$ cat src/logic/aso_defines.svh
`ifndef ASO_DEFINES_SVH
`define ASO_DEFINES_SVH
// result word and serial framing
`define ASO_RESULT_BITS      14
`define ASO_SERIAL_BITS      16
`define ASO_PAR_BITS         12
// internal conversion clock divider: serial clock half period in sys_clk cycles
`define ASO_SCLK_HALF_NS     160
`define ASO_SYS_CLK_NS       20
`define ASO_SCLK_HALF_CYC    (`ASO_SCLK_HALF_NS / `ASO_SYS_CLK_NS)
// acquisition time before the first bit is shifted
`define ASO_ACQ_NS           400
`define ASO_ACQ_CYC          ((`ASO_ACQ_NS + `ASO_SYS_CLK_NS - 1) / `ASO_SYS_CLK_NS)
`endif

$ cat src/logic/aso_pkg.sv
package aso_pkg;
    // serial link pins, each three-state output line split in value and enable
    typedef struct packed {
        logic sclk_o;
        logic sclk_oe;
        logic data_o;
        logic data_oe;
        logic strobe_o;
        logic strobe_oe;
    } aso_serial_type;
    typedef enum logic [1:0] {
        ASO_IDLE,
        ASO_ACQ,
        ASO_SHIFT,
        ASO_DONE
    } aso_state_type;
endpackage

$ cat src/logic/aso_converter_out.sv
`timescale 1ns/100ps
`include "aso_defines.svh"
// Contract
// [RQ1] clock-format input low selects gated serial clock, pulses only while shifting
// [RQ2] gated mode: data bit valid before the first falling serial clock edge
// [RQ3] serial clock and data lines released whenever no conversion runs
// [RQ4] result bits are driven during conversion, not afterwards
// [RQ5] receiver takes our clock as input, 16-bit words, frame sync length zero
// [RQ6] continuous mode: strobe marks valid data, receiver inverts it
// [RQ7] free-running-clock receivers only with continuous clock mode
// [RQ8] receiver collects 16 bits then interrupts its software
// [RQ9] standalone parallel mode: conversion starts from a chip-select pulse
// [RQ10] chip-select pulse held longer than the full conversion time
// [RQ11] busy low enables parallel outputs; busy wired to read input
// [RQ12] external latch captures parallel data on busy rising edge
// [RQ13] clock-format high runs serial clock continuously, low gates it
// [RQ14] host does not read while a conversion is in progress
module aso_converter_out
    import aso_pkg::*;
#(
    parameter int RESULT_BITS = `ASO_RESULT_BITS,
    parameter int SERIAL_BITS = `ASO_SERIAL_BITS,
    parameter int PAR_BITS    = `ASO_PAR_BITS
) (
    // clock and reset
    input  wire logic                   sys_clk,
    input  wire logic                   rstn,
    // conversion control pins (asynchronous)
    input  wire logic                   conversion_start_n,
    input  wire logic                   chip_select_n,
    input  wire logic                   continuous_clock_sel,
    input  wire logic                   parallel_mode_sel,
    input  wire logic                   read_n,
    // sample value from the converter core
    input  wire logic [RESULT_BITS-1:0] sample_value,
    // serial link
    output aso_serial_type              serial_link,
    // parallel output and busy
    output logic [PAR_BITS-1:0]         parallel_data_bits,
    output logic                        parallel_data_oe,
    output logic                        busy_n
);
    // elaboration check: the shifter is a fixed 16-bit register
    if (SERIAL_BITS < RESULT_BITS || SERIAL_BITS > 16 || PAR_BITS > RESULT_BITS
        || RESULT_BITS > 16) begin : g_bad_widths
        $error("aso_converter_out: unsupported widths");
    end

    localparam logic [3:0] HALF_CYC = 4'(`ASO_SCLK_HALF_CYC);
    localparam logic [4:0] ACQ_CYC  = 5'(`ASO_ACQ_CYC);
    localparam logic [4:0] NBITS    = 5'(SERIAL_BITS);

    // two-flop synchronisers for pins
    logic [4:0] sync1_q, sync2_q, sync1_d, sync2_d;
    logic       cstart_prev_q, cstart_prev_d;
    logic       cs_s, cont_s, par_s, rd_s, start_lvl, start_fall;
    always_comb begin
        sync1_d = {read_n, parallel_mode_sel, continuous_clock_sel, chip_select_n,
                   conversion_start_n};
        sync2_d = sync1_q;
        // edge detector must remember the same level that it compares
        cstart_prev_d = start_lvl;
    end
    always_ff @(posedge sys_clk) begin
        if (!rstn) begin
            sync1_q       <= 5'h1F;
            sync2_q       <= 5'h1F;
            cstart_prev_q <= 1'b1;
        end else begin
            sync1_q       <= sync1_d;
            sync2_q       <= sync2_d;
            cstart_prev_q <= cstart_prev_d;
        end
    end
    assign cs_s       = sync2_q[1];
    assign cont_s     = sync2_q[2];
    assign par_s      = sync2_q[3];
    assign rd_s       = sync2_q[4];
    // parallel mode starts from chip select; serial needs start and select both low
    assign start_lvl  = par_s ? cs_s : (sync2_q[0] | cs_s); // RQ9
    assign start_fall = cstart_prev_q & ~start_lvl;

    // conversion sequencer and serial shifter
    aso_state_type         state_q, state_d;
    logic [4:0]            cnt_q, cnt_d;
    logic [3:0]            div_q, div_d;
    logic                  sclk_q, sclk_d;
    logic [15:0]           shreg_q, shreg_d;
    logic [RESULT_BITS-1:0] result_q, result_d;
    logic                  free_q, free_d;
    logic                  busy_n_q, busy_n_d;
    logic                  half_tick;
    assign half_tick = (div_q == HALF_CYC - 4'h1);

    always_comb begin
        state_d  = state_q;
        cnt_d    = cnt_q;
        div_d    = half_tick ? 4'h0 : div_q + 4'h1;
        sclk_d   = sclk_q;
        shreg_d  = shreg_q;
        result_d = result_q;
        free_d   = free_q;
        busy_n_d = busy_n_q;
        // free-running clock toggles in continuous mode at all times
        if (half_tick)
            free_d = ~free_q; // RQ13
        case (state_q)
            ASO_IDLE: begin
                sclk_d = 1'b1;
                if (start_fall) begin
                    state_d  = ASO_ACQ;
                    cnt_d    = ACQ_CYC;
                    busy_n_d = 1'b0;
                    // sign extended result, msb first
                    shreg_d  = 16'($signed(sample_value)) << (16 - SERIAL_BITS);
                end
            end
            ASO_ACQ: begin
                if (cnt_q > 5'h1)
                    cnt_d = cnt_q - 5'h1;
                // continuous: enter as the free clock rises, so its falls meet settled bits
                else if (half_tick && (!cont_s || !free_q)) begin
                    // first bit is already on the line before any falling edge
                    state_d = ASO_SHIFT; // RQ2
                    cnt_d   = NBITS;
                    sclk_d  = 1'b1;
                end
            end
            ASO_SHIFT: begin
                if (half_tick) begin
                    sclk_d = ~sclk_q;
                    // rising edge moves the next bit out, receiver samples on falling
                    if (!sclk_q) begin
                        shreg_d = {shreg_q[14:0], 1'b0};
                        cnt_d   = cnt_q - 5'h1;
                        if (cnt_q == 5'h1) begin
                            state_d  = ASO_DONE;
                            result_d = sample_value;
                        end
                    end
                end
            end
            ASO_DONE: begin
                // busy rising edge ends conversion; data stable for the latch
                busy_n_d = 1'b1; // RQ12
                state_d  = ASO_IDLE;
            end
            default: state_d = ASO_IDLE;
        endcase
    end
    always_ff @(posedge sys_clk) begin
        if (!rstn) begin
            state_q  <= ASO_IDLE;
            cnt_q    <= 5'h00;
            div_q    <= 4'h0;
            sclk_q   <= 1'b1;
            shreg_q  <= 16'h0000;
            result_q <= '0;
            free_q   <= 1'b1;
            busy_n_q <= 1'b1;
        end else begin
            state_q  <= state_d;
            cnt_q    <= cnt_d;
            div_q    <= div_d;
            sclk_q   <= sclk_d;
            shreg_q  <= shreg_d;
            result_q <= result_d;
            free_q   <= free_d;
            busy_n_q <= busy_n_d;
        end
    end

    // pin drivers, all registered
    aso_serial_type link_d, link_q;
    logic [PAR_BITS-1:0] par_d, par_q;
    logic                par_oe_d, par_oe_q;
    logic                converting;
    assign converting = (state_q == ASO_ACQ) || (state_q == ASO_SHIFT);
    always_comb begin
        // lines float outside conversion
        link_d.sclk_oe   = converting & ~par_s; // RQ3
        link_d.data_oe   = converting & ~par_s; // RQ3
        link_d.strobe_oe = converting & ~par_s;
        // gated clock only pulses while shifting; continuous follows free clock
        link_d.sclk_o    = cont_s ? free_d : sclk_d; // RQ1 RQ13
        // data driven during the conversion itself
        link_d.data_o    = shreg_d[15]; // RQ4
        // strobe low while valid bits shift, receiver inverts it
        link_d.strobe_o  = ~(state_d == ASO_SHIFT); // RQ6
        // read low in parallel mode opens the parallel bus
        par_oe_d = par_s & ~rd_s; // RQ11
        par_d    = result_d[RESULT_BITS-1 -: PAR_BITS];
    end
    always_ff @(posedge sys_clk) begin
        if (!rstn) begin
            link_q   <= '{sclk_o: 1'b1, sclk_oe: 1'b0, data_o: 1'b0, data_oe: 1'b0,
                          strobe_o: 1'b1, strobe_oe: 1'b0};
            par_q    <= '0;
            par_oe_q <= 1'b0;
        end else begin
            link_q   <= link_d;
            par_q    <= par_d;
            par_oe_q <= par_oe_d;
        end
    end
    assign serial_link        = link_q;
    assign parallel_data_bits = par_q;
    assign parallel_data_oe   = par_oe_q;
    assign busy_n             = busy_n_q;

    // assertions
    a_lines_float: assert property (@(posedge sys_clk) disable iff (!rstn) // RQ3
        (state_q == ASO_IDLE) |=> !serial_link.sclk_oe && !serial_link.data_oe)
        else $error("serial lines driven while idle");
    a_gated_quiet: assert property (@(posedge sys_clk) disable iff (!rstn) // RQ1
        (state_q == ASO_ACQ && !cont_s) |=> serial_link.sclk_o)
        else $error("gated clock pulsed outside shifting");
    a_start_busy: assert property (@(posedge sys_clk) disable iff (!rstn) // RQ9
        (state_q == ASO_IDLE && start_fall) |=> !busy_n ##1 serial_link.data_oe == !par_s)
        else $error("start did not begin conversion");
    a_data_in_conv: assert property (@(posedge sys_clk) disable iff (!rstn) // RQ4
        serial_link.data_oe |-> !busy_n)
        else $error("data driven after conversion");
    a_busy_end: assert property (@(posedge sys_clk) disable iff (!rstn) // RQ12
        (state_q == ASO_DONE) |=> busy_n && $rose(busy_n))
        else $error("busy did not rise at end");
    a_strobe_shift: assert property (@(posedge sys_clk) disable iff (!rstn) // RQ6
        (state_q == ASO_SHIFT) |=> !serial_link.strobe_o || state_q != ASO_SHIFT)
        else $error("strobe not marking shift");
    a_first_bit: assert property (@(posedge sys_clk) disable iff (!rstn) // RQ2
        $rose(state_q == ASO_SHIFT) |-> serial_link.sclk_o)
        else $error("clock low before first bit");
    a_par_enable: assert property (@(posedge sys_clk) disable iff (!rstn) // RQ11
        parallel_data_oe |-> $past(par_s))
        else $error("parallel bus enabled outside parallel mode");
endmodule

$ cat config.mk
export PLATFORM = sky130hd
export DESIGN_NAME = aso_converter_out
export DESIGN_NICKNAME = d
export VERILOG_FILES = /design/src/logic/aso_pkg.sv /design/src/logic/aso_converter_out.sv
export VERILOG_INCLUDE_DIRS = /design/src /design/src/logic
export SDC_FILE = /design/constraint.sdc
export NUM_CORES = 1
export LEC_CHECK = 0
export BUFFER_PORTS_ARGS = -buffer_cell sky130_fd_sc_hd__buf_2
export CAP_MARGIN = 0
export CORE_MARGIN = 10
export CORE_UTILIZATION = 25
export DETAILED_ROUTE_END_ITERATION = 12
export GPL_TIMING_DRIVEN = 1
export PLACE_DENSITY = 0.47
export REMOVE_ABC_BUFFERS = 1
export SYNTH_ARGS = -nofsm -noshare
export SYNTH_HDL_FRONTEND = slang
export SYNTH_SLANG_ARGS = --single-unit
$ cat constraint.sdc
create_clock -name sys_clk -period 4.8 [get_ports sys_clk]
set_input_delay 0.96 -clock sys_clk [delete_from_list [all_inputs] [get_ports sys_clk]]
set_output_delay 0.96 -clock sys_clk [all_outputs]
set_load 0.03 [all_outputs]
==> flow_summary_export.csv <==
group,metric,value,unit
power,power_frac_comb,11.6,%
worst_setup_path,reg2reg_from,"state_q[1]",
cells_and_area,num-fill-cells,990,
clock_tree,clock_path_buffers,2,
clock_tree,ctsResizeCount,0,
worst_setup_path,worstSetupPathType,"register to register",
worst_setup_path,cp-startpoint,"state_q[1]",
routing,vias,1848,
floorplan,start_util,25.7,%
placement,gp_congestion,0.813,
power,ir_worst_vdd,0.149,mV
worst_setup_path,crit_chain,"inv_1 > ha_1 > or3b_1 > a21oi_2 > mux2i_1 > nor2_1",
cells_and_area,final_area,2880,sq um
floorplan,dieArea,13800,sq um
yosys,syn_avg_cell_area,9.16,sq um
cells_and_area,fin_cells,427,
worst_setup_path,critPathCaptureType,"register",
grt,grt_pass1_vias,1841,
timing,final_max_slew_viol_count,0,
power,pwr-share-clk,41.9,%
timing,fin_tns_setup,0,ps
routing,drc,0,
grt,grt_max_degree,38,
grt,grt_overflow,0,
timing,min_period,2550,ps
placement,portBuffers,40,
timing,rsz0062_at_grt,"false",
hold_path,holdCritPathClass,"register to register",
yosys,synthDistinctLibCells,43,
timing,worst_pin_slew,1220,ps
clock_tree,clock-sinks,57,
clock_tree,clk_pin_slew,60,ps
timing,clock_skew,9.39,ps
floorplan,die-height,117,um
timing,finalHoldViolCount,0,
clock_tree,h-tree-depth,3,
yosys,muxShareOfSynthArea,6.38,%
timing,finalSetupViolations,0,
clock_tree,cts_tree,"done",
yosys,ys_seq_area_share,48.1,%
yosys,synthSimpleGateAreaFrac,19.9,%
clock_tree,numCtsBuffers,9,
placement,post-place-ws,2200,ps
placement,hpwl,3710,um
hold_path,min_from,"sync2_q[4]",
floorplan,rows,35,
timing,slew_headroom,18.9,%
clock_tree,cts_hold_buf,0,
worst_setup_path,timing.rr.end,"shreg_q[0]",
grt,grt_pass1_wl,8850,um
worst_setup_path,crit_family,"compound AO/OA/AOI/OAI gates",
clock_tree,cts_setup_buffers,0,
timing,post-route-period-util,53.1,%
yosys,synth_xor_area_share,1.48,%
yosys,synth_top_family_by_area,"simple AND/OR/NAND/NOR gates",
floorplan,die_w,117,um
worst_setup_path,crit_buf_inv,1,
cells_and_area,post-route-util,31.2,%
outcome,status,"finished clean",
placement,placed_cells,413,
yosys,ys_seq_elements,57,
power,design_power_total,1.10,mW
grt,grt_usage,7.86,%
yosys,netlist_instances,259,
grt,antenna_found_initial,0,
cells_and_area,diodes,0,
clock_tree,clock-root-buffer,"clkbuf_8",
yosys,synth_edf_count,0,
worst_setup_path,worst_ep_required_time,5000,ps
power,sw_frac_of_total,24.8,%
worst_setup_path,crit_fanout,31,
power,internal_power,828,uW
routing,drtPass1Iterations,4,
worst_setup_path,worstPathArrival,2750,ps
floorplan,core_area,9240,sq um
clock_tree,clkLatencyLatePin,340,ps
power,pwr-share-seq,46.5,%
yosys,synth_area,2370,sq um
cells_and_area,area_growth,21.5,%
yosys,synthFlopType,"dfxtp_1",
routing,wire_per_inst,12.5,um
run,drv_cap,0,
routing,detail-route-antenna-nets,0,
hold_path,min_to,"parallel_data_oe",
yosys,synthAdderAreaFrac,4.22,%
yosys,ys_warn_count,0,
yosys,synth_compound_area_share,15.6,%
power,p_sw,272,uW
placement,dpl_cell_area,2680,sq um
routing,vias_per_cell,4.33,
timing,whs,399,ps
worst_setup_path,crit_slowest_cell,"a21oi_2",
routing,drtIter0Drc,64,
floorplan,pin_count,41,
timing,setup_ws,2250,ps
timing,max_freq,392,MHz
worst_setup_path,max_stage_delay,960,ps
cells_and_area,layout-drive-gt1-share,20.8,%
power,p_leak,1.10,nW
yosys,synthArstFlopShare,0,%
power,p_per_area,382,nW/um^2
cells_and_area,layout.nets,324,
worst_setup_path,setup.worst_path.start_class,"register",
routing,wirelength,5350,um
hold_path,hold_depth,1,
worst_setup_path,rrSetupSlack,2250,ps
worst_setup_path,reg2reg_depth,6,
## power groups by stage
stage               Combinational (mW)  Clock [mW]  Sequential, mW
CTS                              0.130       0.480           0.512
finish                           0.128       0.461           0.512
floorplan                       0.0909           0           0.522
global route                     0.145       0.495           0.514
detailed placement               0.130           0           0.522
global placement                 0.129           0           0.522
## cells in the final DEF (no fill, tap or decap), drive strengths merged, types with 2 or more instances in the layout
| master | n |
|---|---|
| o22ai | 2 |
| nor2b | 3 |
| xnor2 | 3 |
| mux2i | 14 |
| or3 | 2 |
| dfxtp | 57 |
| o21ai | 6 |
| nand2 | 33 |
| a211oi | 16 |
| nand2b | 14 |
| nor3b | 3 |
| nand3 | 2 |
| nor2 | 24 |
| a21oi | 21 |
| and2 | 2 |
| or4 | 2 |
| clkbuf | 12 |
| and3 | 2 |
| nor3 | 2 |
| buf | 42 |
| a21o | 2 |
| ha | 8 |
| inv | 6 |
| o21a | 2 |
## worst register-to-register path, cell delays in order, from the launching register on
cell and delay, ps:
dfxtp_1 350, inv_1 120, ha_1 260, or3b_1 400, a21oi_2 960, mux2i_1 280, nor2_1 50
## kinds of logic after synthesis
group / Yosys count
compound gates: 57
xor+xnor: 4
fa+ha+maj: 8
buf+inv: 23
flops: 57
mux: 15
simple gates: 95
## metal layers
| layer | part of all wire (%) | track usage [%] | vias to the layer above |
|---|---|---|---|
| li1 | - | - | 965 |
| met1 | 50 | 9.35 | 824 |
| met2 | 42 | 11.5 | 50 |
| met3 | 6.2 | 3.69 | 9 |
| met4 | 1.6 | 3.99 | 0 |
| met5 | 0 | 0 | - |
## layout make-up
cell class | instances | area, sq um | share of cell area (%)
tap | 129 | 161 | 5.60
clock buffer | 12 | 165 | 5.73
sequential | 57 | 1140 | 39.6
timing repair buffer | 42 | 215 | 7.47
inverter | 6 | 22.5 | 0.781
clock inverter | 2 | 37.5 | 1.30
multi-input combinational | 179 | 1140 | 39.5
## worst max-delay path by stage
stage	depth (start not counted)	slack, ps	to
floorplan	6	1850	shreg_q[0]
global placement	6	2270	shreg_q[0]
detailed placement	6	2200	shreg_q[0]
CTS	6	2200	shreg_q[0]
global route	6	1950	shreg_q[0]
finish	6	2250	shreg_q[0]
## sequential cells by signal, summed over array words and instances, names as in the netlist
name                flops
cstart_prev_q           1
sclk_q                  1
sync1_q                 5
sync2_q                 5
free_q                  1
state_q                 2
busy_n                  1
parallel_data_oe        1
parallel_data_bits     12
shreg_q                16
serial_link             3
div_q                   4
cnt_q                   5
## synthesized netlist by cell type, types with 3 or more instances
library cell  instances  area (sq um)
nor3b_1               3          22.5
mux2i_1              14           140
ha_1                  8           100
xnor2_1               3          26.3
clkbuf_1              9          33.8
dfxtp_1              57          1140
nand2_1              33           124
nor2_1               24          90.1
buf_4                 3          22.5
buf_2                 4          20.0
nor2b_1               3          18.8
o21ai_0               6          30.0
a21oi_1              21           105
a211oi_1             16           120
inv_1                 5          18.8
nand2b_1             14          87.6
(Power assumes the default switching activity.)
